File: config.mk
export PLATFORM = sky130hd
export DESIGN_NAME = i2c_master_status_fifo
export DESIGN_NICKNAME = d
export VERILOG_FILES = /design/src/rtl/i2c_master_pkg.sv /design/src/rtl/i2c_master_status_fifo.sv
export SDC_FILE = /design/constraint.sdc
export NUM_CORES = 1
export LEC_CHECK = 0
export ABC_AREA = 1
export BUFFER_PORTS_ARGS = -buffer_cell sky130_fd_sc_hd__buf_4
export CORE_MARGIN = 4
export CORE_UTILIZATION = 60
export CTS_CLUSTER_SIZE = 16
export DETAILED_ROUTE_END_ITERATION = 10
export GPL_TIMING_DRIVEN = 1
export PLACE_DENSITY = 0.79
export RECOVER_POWER = 25
export SYNTH_ARGS = -nofsm -noshare
export SYNTH_HDL_FRONTEND = slang
export SYNTH_SLANG_ARGS = --single-unit
File: constraint.sdc
create_clock -name clock -period 3.3 [get_ports clock]
set_clock_uncertainty 0.05 [all_clocks]
set_input_delay 0.33 -clock clock [delete_from_list [all_inputs] [get_ports clock]]
set_output_delay 0.33 -clock clock [all_outputs]
set_load 0.005 [all_outputs]
File: src/rtl/i2c_master_pkg.sv
// Constants, register map and carrier types for the two-wire bus master.
// Assumes a single core clock and a word-addressed Avalon-MM register port.
package i2c_master_pkg;

  // Register indices; the word address on the bus equals the index.
  localparam logic [7:0] REG_TX_DATA = 8'h9A;
  localparam logic [7:0] REG_RX_DATA = 8'h9B;
  localparam logic [7:0] REG_MODE = 8'hE8;
  localparam logic [7:0] REG_TARGET = 8'hE9;
  localparam logic [7:0] REG_STATUS = 8'hEA;

  // Values after reset.
  localparam logic [7:0] MODE_RESET = 8'h00;
  localparam logic [7:0] TARGET_RESET = 8'h00;
  localparam logic [7:0] STATUS_RESET = 8'h00;

  // Field positions of the mode register.
  localparam int MODE_ENABLE = 7;
  localparam int MODE_DIV_HI = 6;
  localparam int MODE_DIV_LO = 5;
  localparam int MODE_COUNT_HI = 4;

  // Field positions of the status register.
  localparam int STAT_BUSY = 7;
  localparam int STAT_NOACK = 6;
  localparam int STAT_RX = 5;
  localparam int STAT_TX = 4;
  localparam int STAT_FILL_HI = 3;
  localparam int STAT_FILL_LO = 2;
  localparam int STAT_ACC_ERR = 1;
  localparam int STAT_OVF_ERR = 0;
  localparam logic [7:0] STAT_W0C_MASK = 8'h73;
  localparam logic [7:0] STAT_IRQ_MASK = 8'h70;

  // Fill level codes of the active FIFO.
  localparam logic [1:0] FILL_EMPTY = 2'h0;
  localparam logic [1:0] FILL_HALF = 2'h2;
  localparam logic [1:0] FILL_FULL = 2'h3;

  // Depth of each FIFO and serial clock timing in core cycles.
  localparam int FIFO_DEPTH = 4;
  localparam int SCL_DIV_BASE = 16;
  localparam logic [5:0] QUARTER_BASE = 6'(SCL_DIV_BASE / 4);
  localparam logic [3:0] ACK_BIT = 4'h8;

  typedef enum logic [3:0] {
    ST_IDLE = 4'h1,
    ST_START = 4'h2,
    ST_BYTE = 4'h4,
    ST_STOP = 4'h8
  } bus_phase_e;

  // Open-drain drive of the two bus lines; an enable pulls the line low.
  typedef struct packed {
    logic scl_o;
    logic scl_oe;
    logic sda_o;
    logic sda_oe;
  } pin_drive_s;

  // Levels seen on the two bus lines.
  typedef struct packed {
    logic scl;
    logic sda;
  } pin_sense_s;

endpackage

File: src/rtl/i2c_master_status_fifo.sv
// Two-wire bus master with 4-byte transmit and receive FIFOs and status flags.
// Assumes an Avalon-MM master on the core clock and pull-ups on both bus lines.
//
// What this block does
// - Busy flag bit 7 is set while the bus is in use; write transfers drain the TX FIFO.
// - Missing slave acknowledge sets bit 6, stops the transfer; writing zero clears it.
// - Bit 5 stays set while the RX FIFO holds data; writing zero clears it.
// - Bit 4 is set when the TX FIFO becomes empty; writing zero clears it.
// - Bits 3:2 show active FIFO level: 00 empty, 10 half, 11 full.
// - Bit 1 flags a data write and read colliding; writing zero clears it.
// - Bit 0 flags a TX write while the TX FIFO is full; zero clears.
// - Target address bit 0 selects direction: one reads, zero writes.
// - The master acknowledges each received byte but the last by itself during reads.
// - The final read byte gets a NACK once the programmed count arrives.
// - Rewriting the target address mid-transfer gives a repeated start, then the new transfer.
// - Receive and transmit FIFOs are four bytes deep; TX may be preloaded.
// - An emptied TX FIFO raises the transmit flag and the interrupt request.
// - A write transfer stops when no next byte waits in the TX FIFO.
// - A missing acknowledge ends the transfer; during a write it also flushes the TX FIFO.
// - Up to four received bytes wait; the receive flag stays set while any wait.
// - A read stops once the received count reaches the programmed count plus one.
// - With the enable bit set, a target address write starts a transfer.
// - Serial clock is core clock over 16 times two to the divider select.
// - The read length is the count field value plus one byte.
`timescale 1ns/1ps
`default_nettype none

module i2c_master_status_fifo #(
  parameter int DEPTH = i2c_master_pkg::FIFO_DEPTH
) (
  input wire logic clock,
  input wire logic resetn,
  input wire logic [7:0] address,
  input wire logic read,
  input wire logic write,
  input wire logic [31:0] writedata,
  output logic [31:0] readdata,
  output logic waitrequest,
  input wire i2c_master_pkg::pin_sense_s pin_in,
  output i2c_master_pkg::pin_drive_s pin_out,
  output logic serial_irq
);

  localparam int PW = $clog2(DEPTH);
  localparam int CW = PW + 1;

  typedef struct packed {
    i2c_master_pkg::bus_phase_e fsm;
    logic [1:0] phase;
    logic [5:0] tick;
    logic [3:0] bitn;
    logic [7:0] shreg;
    logic is_rx;
    logic is_addr;
    logic nack_seen;
    logic dir;
    logic restart;
    logic [5:0] rx_bytes;
    logic [7:0] mode;
    logic [7:0] target;
    logic [7:0] stat;
    logic [DEPTH-1:0][7:0] tx_mem;
    logic [PW-1:0] tx_rd;
    logic [PW-1:0] tx_wr;
    logic [CW-1:0] tx_cnt;
    logic [DEPTH-1:0][7:0] rx_mem;
    logic [PW-1:0] rx_rd;
    logic [PW-1:0] rx_wr;
    logic [CW-1:0] rx_cnt;
    logic [1:0] scl_sync;
    logic [1:0] sda_sync;
    logic [31:0] readdata;
    logic waitrequest;
    i2c_master_pkg::pin_drive_s pins;
    logic irq;
  } engine_s;

  localparam engine_s RESET_ST = '{
    fsm: i2c_master_pkg::ST_IDLE,
    mode: i2c_master_pkg::MODE_RESET,
    target: i2c_master_pkg::TARGET_RESET,
    stat: i2c_master_pkg::STATUS_RESET,
    waitrequest: 1'b1,
    default: '0
  };

  engine_s st_reg;
  engine_s st_next;
  logic [5:0] quarter;
  logic stall;
  logic tick_now;
  logic last_rx;
  logic byte_done;
  logic bus_acc;
  logic [7:0] flag_set;
  logic [7:0] flag_clr;
  logic [7:0] w0c;
  logic [1:0] fill;

  // Length of one quarter of a serial clock period for the divider select.
  function automatic logic [5:0] quarter_len(input logic [1:0] sel);
    quarter_len = i2c_master_pkg::QUARTER_BASE << sel;
  endfunction

  // Maps a FIFO count to the two-bit level code; 01 is never produced.
  function automatic logic [1:0] fill_code(input logic [CW-1:0] cnt);
    if (cnt == '0) begin
      fill_code = i2c_master_pkg::FILL_EMPTY;
    end else if (cnt == CW'(DEPTH)) begin
      fill_code = i2c_master_pkg::FILL_FULL;
    end else begin
      fill_code = i2c_master_pkg::FILL_HALF;
    end
  endfunction

  // Whole next state: synchronisers, bit engine, FIFOs, bus slave and flags.
  always_comb begin
    st_next = st_reg;
    flag_set = 8'h00;
    flag_clr = 8'h00;
    st_next.scl_sync = {st_reg.scl_sync[0], pin_in.scl};
    st_next.sda_sync = {st_reg.sda_sync[0], pin_in.sda};
    st_next.pins.scl_o = 1'b0;
    st_next.pins.sda_o = 1'b0;
    quarter = quarter_len(st_reg.mode[i2c_master_pkg::MODE_DIV_HI:i2c_master_pkg::MODE_DIV_LO]);
    last_rx = (st_reg.rx_bytes == {1'b0, st_reg.mode[i2c_master_pkg::MODE_COUNT_HI:0]});
    // Hold SCL low before a new received byte while the RX FIFO is full. A stretching slave
    // is waited for only at the end of the first high quarter, so sync delay stays out of the bit.
    stall = (st_reg.fsm == i2c_master_pkg::ST_BYTE && st_reg.is_rx && st_reg.bitn == 4'h0
             && st_reg.phase == 2'h0 && st_reg.rx_cnt == CW'(DEPTH))
            || (st_reg.phase == 2'h1 && !st_reg.scl_sync[1] && st_reg.tick == quarter - 6'h01);
    tick_now = st_reg.fsm != i2c_master_pkg::ST_IDLE && !stall && st_reg.tick == quarter - 6'h01;
    byte_done = tick_now && st_reg.phase == 2'h3 && st_reg.fsm == i2c_master_pkg::ST_BYTE
                && st_reg.bitn == i2c_master_pkg::ACK_BIT;

    // Quarter-period counter; four quarters make one bit of 16 << select cycles.
    if (st_reg.fsm == i2c_master_pkg::ST_IDLE || tick_now) begin
      st_next.tick = 6'h00;
    end else if (!stall) begin
      st_next.tick = st_reg.tick + 6'h01;
    end

    // Bit engine: release SCL, sample, pull SCL low, then step to the next bit.
    if (tick_now) begin
      st_next.phase = st_reg.phase + 2'h1;
      case (st_reg.phase)
        2'h0: begin
          st_next.pins.scl_oe = 1'b0;
        end
        2'h1: begin
          if (st_reg.fsm == i2c_master_pkg::ST_START) begin
            st_next.pins.sda_oe = 1'b1;
          end else if (st_reg.fsm == i2c_master_pkg::ST_STOP) begin
            st_next.pins.sda_oe = 1'b0;
          end else if (st_reg.bitn == i2c_master_pkg::ACK_BIT) begin
            if (!st_reg.is_rx) begin
              st_next.nack_seen = st_reg.sda_sync[1];
            end
          end else if (st_reg.is_rx) begin
            st_next.shreg = {st_reg.shreg[6:0], st_reg.sda_sync[1]};
          end
        end
        2'h2: begin
          // During stop SCL stays released so the bus ends idle.
          st_next.pins.scl_oe = st_reg.fsm != i2c_master_pkg::ST_STOP;
        end
        default: begin
          case (st_reg.fsm)
            i2c_master_pkg::ST_START: begin
              st_next.fsm = i2c_master_pkg::ST_BYTE;
              // The address byte was latched when this transfer was requested.
              st_next.dir = st_reg.shreg[0];
              st_next.is_addr = 1'b1;
              st_next.is_rx = 1'b0;
              st_next.bitn = 4'h0;
              st_next.rx_bytes = 6'h00;
              st_next.pins.sda_oe = !st_reg.shreg[7];
            end
            i2c_master_pkg::ST_BYTE: begin
              if (st_reg.bitn != i2c_master_pkg::ACK_BIT) begin
                st_next.bitn = st_reg.bitn + 4'h1;
                if (st_reg.is_rx) begin
                  // Ack for every byte but the last, which is left high as NACK.
                  st_next.pins.sda_oe = st_next.bitn == i2c_master_pkg::ACK_BIT && !last_rx;
                end else begin
                  st_next.shreg = {st_reg.shreg[6:0], 1'b0};
                  st_next.pins.sda_oe = st_next.bitn != i2c_master_pkg::ACK_BIT
                                        && !st_next.shreg[7];
                end
              end else begin
                st_next.bitn = 4'h0;
                st_next.pins.sda_oe = 1'b0;
                if (st_reg.is_rx) begin
                  st_next.rx_mem[st_reg.rx_wr] = st_reg.shreg;
                  st_next.rx_wr = st_reg.rx_wr + PW'(1);
                  st_next.rx_cnt = st_reg.rx_cnt + CW'(1);
                  st_next.rx_bytes = st_reg.rx_bytes + 6'h01;
                  if (last_rx) begin
                    st_next.fsm = i2c_master_pkg::ST_STOP;
                  end
                end else if (st_reg.nack_seen) begin
                  flag_set[i2c_master_pkg::STAT_NOACK] = 1'b1;
                  st_next.fsm = i2c_master_pkg::ST_STOP;
                  if (!st_reg.dir) begin
                    st_next.tx_rd = st_reg.tx_wr;
                    st_next.tx_cnt = '0;
                  end
                end else if (st_reg.is_addr && st_reg.dir) begin
                  st_next.is_addr = 1'b0;
                  st_next.is_rx = 1'b1;
                end else if (st_reg.tx_cnt != '0) begin
                  st_next.shreg = st_reg.tx_mem[st_reg.tx_rd];
                  st_next.tx_rd = st_reg.tx_rd + PW'(1);
                  st_next.tx_cnt = st_reg.tx_cnt - CW'(1);
                  st_next.is_addr = 1'b0;
                  st_next.pins.sda_oe = !st_next.shreg[7];
                end else begin
                  st_next.fsm = i2c_master_pkg::ST_STOP;
                end
                // A pending new address turns the stop into a repeated start.
                if (st_next.fsm == i2c_master_pkg::ST_STOP) begin
                  st_next.fsm = st_reg.restart ? i2c_master_pkg::ST_START
                                               : i2c_master_pkg::ST_STOP;
                  st_next.pins.sda_oe = !st_reg.restart;
                  st_next.restart = 1'b0;
                  st_next.shreg = st_reg.target;
                end
              end
            end
            default: begin
              st_next.fsm = st_reg.restart ? i2c_master_pkg::ST_START
                                           : i2c_master_pkg::ST_IDLE;
              st_next.restart = 1'b0;
              st_next.shreg = st_reg.target;
            end
          endcase
        end
      endcase
    end

    // Avalon slave: a request is taken while waitrequest is high and answered
    // one cycle later, so every access costs exactly two cycles.
    bus_acc = (read || write) && st_reg.waitrequest;
    st_next.waitrequest = !bus_acc;
    if (bus_acc && read) begin
      case (address)
        i2c_master_pkg::REG_MODE: st_next.readdata = {24'h000000, st_reg.mode};
        i2c_master_pkg::REG_TARGET: st_next.readdata = {24'h000000, st_reg.target};
        i2c_master_pkg::REG_STATUS: st_next.readdata = {24'h000000, st_reg.stat};
        i2c_master_pkg::REG_RX_DATA: begin
          // The single fixed-latency answer is what keeps the pop to one byte.
          st_next.readdata = {24'h000000, st_reg.rx_cnt != '0 ? st_reg.rx_mem[st_reg.rx_rd]
                                                              : 8'h00};
          if (st_reg.rx_cnt != '0) begin
            st_next.rx_rd = st_next.rx_rd + PW'(1);
            st_next.rx_cnt = st_next.rx_cnt - CW'(1);
          end
          if (st_reg.fsm != i2c_master_pkg::ST_IDLE && !st_reg.dir) begin
            flag_set[i2c_master_pkg::STAT_ACC_ERR] = 1'b1;
          end
        end
        default: st_next.readdata = 32'h00000000;
      endcase
    end else if (bus_acc && write) begin
      case (address)
        i2c_master_pkg::REG_MODE: st_next.mode = writedata[7:0];
        i2c_master_pkg::REG_TARGET: begin
          st_next.target = writedata[7:0];
          if (st_reg.mode[i2c_master_pkg::MODE_ENABLE]) begin
            if (st_reg.fsm == i2c_master_pkg::ST_IDLE) begin
              st_next.fsm = i2c_master_pkg::ST_START;
              st_next.phase = 2'h0;
              st_next.shreg = writedata[7:0];
            end else begin
              st_next.restart = 1'b1;
            end
          end
        end
        i2c_master_pkg::REG_STATUS: begin
          flag_clr = ~writedata[7:0] & i2c_master_pkg::STAT_W0C_MASK;
        end
        i2c_master_pkg::REG_TX_DATA: begin
          if (st_reg.fsm != i2c_master_pkg::ST_IDLE && st_reg.dir) begin
            flag_set[i2c_master_pkg::STAT_ACC_ERR] = 1'b1;
          end
          if (st_next.tx_cnt == CW'(DEPTH)) begin
            flag_set[i2c_master_pkg::STAT_OVF_ERR] = 1'b1;
          end else begin
            st_next.tx_mem[st_next.tx_wr] = writedata[7:0];
            st_next.tx_wr = st_next.tx_wr + PW'(1);
            st_next.tx_cnt = st_next.tx_cnt + CW'(1);
          end
        end
        default: begin
        end
      endcase
    end

    // Status: hardware set wins over a software clear in the same cycle.
    flag_set[i2c_master_pkg::STAT_RX] = st_next.rx_cnt != '0;
    flag_set[i2c_master_pkg::STAT_TX] = st_next.tx_cnt == '0 && st_reg.tx_cnt != '0;
    w0c = ((st_reg.stat & ~flag_clr) | flag_set) & i2c_master_pkg::STAT_W0C_MASK;
    fill = fill_code(st_next.target[0] ? st_next.rx_cnt : st_next.tx_cnt);
    st_next.stat = w0c;
    st_next.stat[i2c_master_pkg::STAT_BUSY] = st_next.fsm != i2c_master_pkg::ST_IDLE;
    st_next.stat[i2c_master_pkg::STAT_FILL_HI:i2c_master_pkg::STAT_FILL_LO] = fill;
    st_next.irq = |(st_next.stat & i2c_master_pkg::STAT_IRQ_MASK);
  end

  // One register holds the whole state; reset loads constants only.
  always_ff @(posedge clock or negedge resetn) begin
    if (!resetn) begin
      st_reg <= RESET_ST;
    end else begin
      st_reg <= st_next;
    end
  end

  assign readdata = st_reg.readdata;
  assign waitrequest = st_reg.waitrequest;
  assign pin_out = st_reg.pins;
  assign serial_irq = st_reg.irq;
endmodule

`default_nettype wire

# Word-level counts from Yosys, hierarchy flattened
# Cells that the tools add are included.
# classes
bitwise_logic,12
reduce_logical,59
n_lt_le_gt_ge,6
shift,1
addsub,13
n_eq_ne,33
n_mux,139
# ops
cell,count
$mux 8,19
$mux 35,4
$bwmux 32,2
$mux 3,18
$mux 6,9
$mux 4,13
$eq 8x8->1 const B,5
$mux 1,40
$bmux 8 s2,2
$demux 8 s2,2
$mux 32,1
$pmux 8 s2,2
$pmux 8 s4,1
$mux 7,4
$mux 10,2
$mux 2,10
$logic_and 1x1->1,19
$mux 19,1
$eq 4x4->1 const B,4
$pmux 4 s2,2
$reduce_and 3->1,5
$not 7->7,2
$add 6x1->6 const B,2
$lt 2x3->1 const B,4
42 further kinds,90
# totals
register_bits,177
wordCells,299
out_inout_bits,38
inputBits,46

# Depth between registers and ports, before layout
# logic_depth
word_depth,22
ltp_mapped,21
depth_no_buf,21

# Worst setup path after synthesis
# No wires, ideal clock.
# synth_path
kind,flip-flop to flip-flop
from,register st_reg[42] in the netlist's numbering
to,register st_reg[101] in the netlist's numbering
required_time_ns,3.125
setup_time_ns,0.125
synth_period_minus_slack_ns,2.649
path_buffers,2
arrival_ns,2.474
stages_incl_launch_ff,20
setup_slack_ns,0.651
path_cell_list,dfrtp_1 inv_1 ha_1 nand2_1 nor2_1 nand3_2 nand4_2 nor2_2 buf_4 nand4_1 nand2_1 inv_1 ha_1 nand3_4 nand2_4 inv_6 nand2_8 buf_6 nand2_1 o21ai_1
# synth_via
elab_chain_len,10
# synth_lines
item,line_no,source
start: declaration,i2c_master_status_fifo.sv:87,engine_s st_reg;
start signal: assignment,i2c_master_status_fifo.sv:315,st_reg <= st_next;
$eq 3x3->1,i2c_master_status_fifo.sv:130,&& st_reg.phase == 2'h0 && st_reg.rx_cnt == CW'(DEPTH))
$logic_and 1x1->1,i2c_master_status_fifo.sv:130,
$logic_or 1x1->1,i2c_master_status_fifo.sv:131,|| (st_reg.phase == 2'h1 && !st_reg.scl_sync[1] && st_reg.tick == quarter - 6'h01);
$logic_not 1->1,--,
$logic_and 1x1->1 (2 in a row),i2c_master_status_fifo.sv:132,tick_now = st_reg.fsm != i2c_master_pkg::ST_IDLE && !stall && st_reg.tick == quarter - 6'h01;
$mux 35,i2c_master_status_fifo.sv:144,if (tick_now) begin
$eq 3x3->1,i2c_master_status_fifo.sv:286,if (st_next.tx_cnt == CW'(DEPTH)) begin
$not 1->1 (no line),--,
$reduce_and 4->1 (no line),--,
# Every way passes these cells.
# A chain may end at the register's enable or synchronous reset.

==> qor.txt <==
total track usage: 29.0%
crit path launch: st_reg[163]$_DFFE_PN0P_
DRC violations left: 0
first-pass GRT wire length: 37,600 um
area of placed instances: 9200 um^2
core region area: 14,500 um^2
Design Area, Final: 9830 um^2
Sw Share: 24.6%
worst setup margin: 0.436 ns
failing checks: max-capacitance violations, max-slew violations
setup TNS: 0 ns
Post-DRT Antenna Nets: 0
Total Wirelength: 23,700 um
Synth Warn #: 0
antenna fix cells: 0
TritonRoute pass-1 iters: 6
# H-tree levels: 4
area growth from synthesis to layout: 10.7%
CTS tree: done
GR Overflow Total: 0
CP delay by family, top: simple AND/OR/NAND/NOR gates
most frequent CP cell: nand2_1
Crit Path Class: flip-flop to flip-flop
CTS root buf: clkbuf_16
number of distinct library cells after synthesis: 58
clock network power share: 47.8%
#FFs+latches synth: 153
largest net degree at the start of global routing: 67
Hold Crit Class: input port to flip-flop
crit share post-route: 86.8%
CTS Buf Count: 17
Flop pwr share: 46.3%
pwr dens: 425 nW/um^2
row cnt: 44
Peak supply drop: 343 uV
max FFs per register: 139
CP required: 3.57 ns
Setup Viol. Count Final: 0
Switch Pwr: 1030 uW
antenna violations before repair: 0
combinational power share: 5.9%
DIE AREA: 16,800 um^2
clock-pin slew on the worst setup and hold paths: 0.07 ns
Setup crit start kind: flip-flop
Crit path largest cell delay: 0.41 ns
Crit-path slowest cell: dfrtp_1
sequential share of the synthesized area: 43.1%
reg2reg setup slack: 0.44 ns
vias per inst: 5.77
reg2reg start: st_reg[163]$_DFFE_PN0P_
final hold violation count: 0
GP Congestion: 0.969
Slew @ Worst Pin: 1.77 ns
pre-CTS WS: 0.468 ns
RSZ-0062 raised after global routing: no
critical-path maximum fanout: 5
vias in the first global route: 7,128
Max Freq: 349 MHz
Final Max Tran Viols: 66
clk sinks: 153
Int Pwr: 3150 uW
die height: 130 um
maxcap violations: 1
Post-Syn Instances: 1,130
Iter 0 DRT Violations: 815
Clock Path Buffers: 2
outcome: finished with violations
Leak: 0.00472 uW
Cell Area, Synth: 8880 um^2
final critical-path required period: 2.86 ns
slew margin rel.: -18.3%
Arr. time, crit path: 3.13 ns
Crit. path cell count: 19
final net count: 1,232
post-synthesis average cell area: 7.86 um^2
worst setup path end: serial_irq$_DFF_PN0_
DR WL/cell: 17.4 um
CP bufs+invs: 2
Worst Setup End Kind: flip-flop
IO Count: 84
FILL cells: 1,218
# port buffers: 33
cells along the critical path: inv_1, ha_1, nand3_1, buf_4, o21ai_0, nand2_1, nand2_1, nand2_1, nand2_1, nand2_1, nand2_1, ha_1, nand2_1, xor2_1, nand3_1, nand2_1, nand2_1, nor2_1, nand3_1
Clock Latency Late Sink: 0.44 ns
DR vias: 7,847
reg2reg path depth: 19
hpwl dp: 16,900 um
Initial Utilization: 61.1%
Die X: 130 um
share of cells above drive strength 1: 11.8%
RR Endpoint: serial_irq$_DFF_PN0_
-- worst reg2reg max path: cells and delay by family (launching register included) --
family                     cells  cell delay (ns)
and+or+nand+nor               13             1.25
DFF                            1             0.41
buffers and inverters          2             0.36
adders and majority gates      2             0.34
xor gates and xnor gates       1             0.19
AOI/OAI and AO/OA              1             0.16
-- cells in the final DEF, fill, tap and decap left out, types with 3 or more instances in the layout --
cell           count
nand2_2            5
nand3_1           51
clkbuf_16         17
buf_4             50
dlygate4sd3_1      4
xor2_1             8
o21ai_0           86
a211oi_1           5
a311oi_1           4
nor2_1            85
a32o_1             5
a32oi_1            3
dfrtp_1          151
nor2_4             3
inv_6              6
inv_1            101
a31oi_1            7
conb_1            26
a21oi_1           64
nor3_1            12
nand4_1           12
nand2_1          280
inv_2             13
a21o_1             3
a22oi_1            5
clkinv_1           4
nand2_8            4
o21ai_1           66
ha_1              23
o32ai_1            7
clkbuf_4           3
o22ai_1            7
clkinv_4           3
o2111ai_1          3
a221oi_1           6
-- power by group through the flow --
| stage | sequential (uW) | clock, uW | combinational (uW) |
|---|---|---|---|
| after floorplan | 1960 | 0 | 155 |
| after global placement | 1970 | 0 | 239 |
| after detailed placement | 1970 | 0 | 244 |
| after CTS | 1930 | 2000 | 247 |
| after global routing | 1940 | 2100 | 277 |
| final | 1930 | 2000 | 247 |
-- what timing repair did --
item	in CTS	in global routing
endpoints found under the setup margin	0	0
resized for setup	0	0
endpoints found under the hold margin	63	1
hold buffers	3	1
buffers inserted	0	0
-- worst min path at each step --
| stage | depth (start not counted) | end | from | slack [ns] |
|---|---|---|---|---|
| after detailed placement | 0 | st_reg[39]$_DFF_PN0_ | st_next[39]$_DFF_PN0_ | 0.28 |
| after global routing | 2 | waitrequest$_DFF_PN1_ | read | 0.02 |
| after floorplan | 0 | pin_out[0]$_DFFE_PN0P_ | resetn | -0.02 |
| after CTS | 2 | waitrequest$_DFF_PN1_ | write | 0.0006 |
| after global placement | 0 | st_reg[39]$_DFF_PN0_ | st_next[39]$_DFF_PN0_ | 0.29 |
| final | 2 | waitrequest$_DFF_PN1_ | read | 0.02 |
-- cells in the mapped netlist (all sizes together) --
cell type	instances	area [um^2]
a22oi	5	37.5
nor2	92	405
a311oi	4	35.0
buf	49	359
nor4	2	18.8
a31oi	7	43.8
ha	23	288
a211oi	5	37.5
dfrtp	151	3780
a21o	3	22.5
o221a	1	11.3
nor3b	2	20.0
o211ai	2	15.0
o21ai	152	761
nand3	55	310
a32o	5	50.1
nor3	16	113
o22ai	7	43.8
o32ai	7	61.3
dfstp	2	52.6
or2	1	6.26
clkinv	4	15.0
o2111ai	3	26.3
conb	1	3.75
inv	115	437
nand4	15	130
a21boi	3	26.3
a21oi	65	329
a32oi	3	26.3
nand3b	2	15.0
a31o	1	8.76
xor2	8	70.1
a221oi	6	52.6
o31ai	1	7.51
nand2	291	1180
clkbuf	21	78.8
-- metal layers --
layer	global-route usage, %	up-vias	share of wire, %
met3	5.40	65	8.6
met2	44.4	370	46
met5	0	-	0
met4	13.2	0	3.9
li1	-	3786	-
met1	40.3	3626	42
-- area by class of cell --
class,count,area (um^2),share of cell area [%]
Clock buffer,18,439,4.47
Sequential cell,153,3830,39.0
Tap cell,184,230,2.34
Multi-Input combinational cell,813,4250,43.3
Inverter,119,452,4.59
Clock inverter,14,161,1.64
Timing Repair Buffer,59,463,4.71
-- through the flow --
stage | power, uW | utilization [%] | instances | hold slack [ns]
floorplan | 2110 | - | 1155 | -0.0156
global placement | 2210 | 63.3 | 1324 | 0.285
detailed placement | 2210 | 63.3 | 1324 | 0.285
CTS | 4180 | 67.6 | 1359 | 0.000601
global route | 4310 | 67.6 | 1360 | 0.0220
finish | 4180 | 67.6 | 1360 | 0.0198
-- kinds of logic after synthesis --
logic type / count (synthesis) / share of synthesized area, %
other: 1 / 0.0422
AOI/OAI and AO/OA: 280 / 18.0
and+or+nand+nor: 476 / 24.8
DFF: 153 / 43.1
adders and majority gates: 23 / 3.24
buffers and inverters: 189 / 10.0
xor gates and xnor gates: 8 / 0.789
No activity file was read; power rests on OpenSTA's default activity.
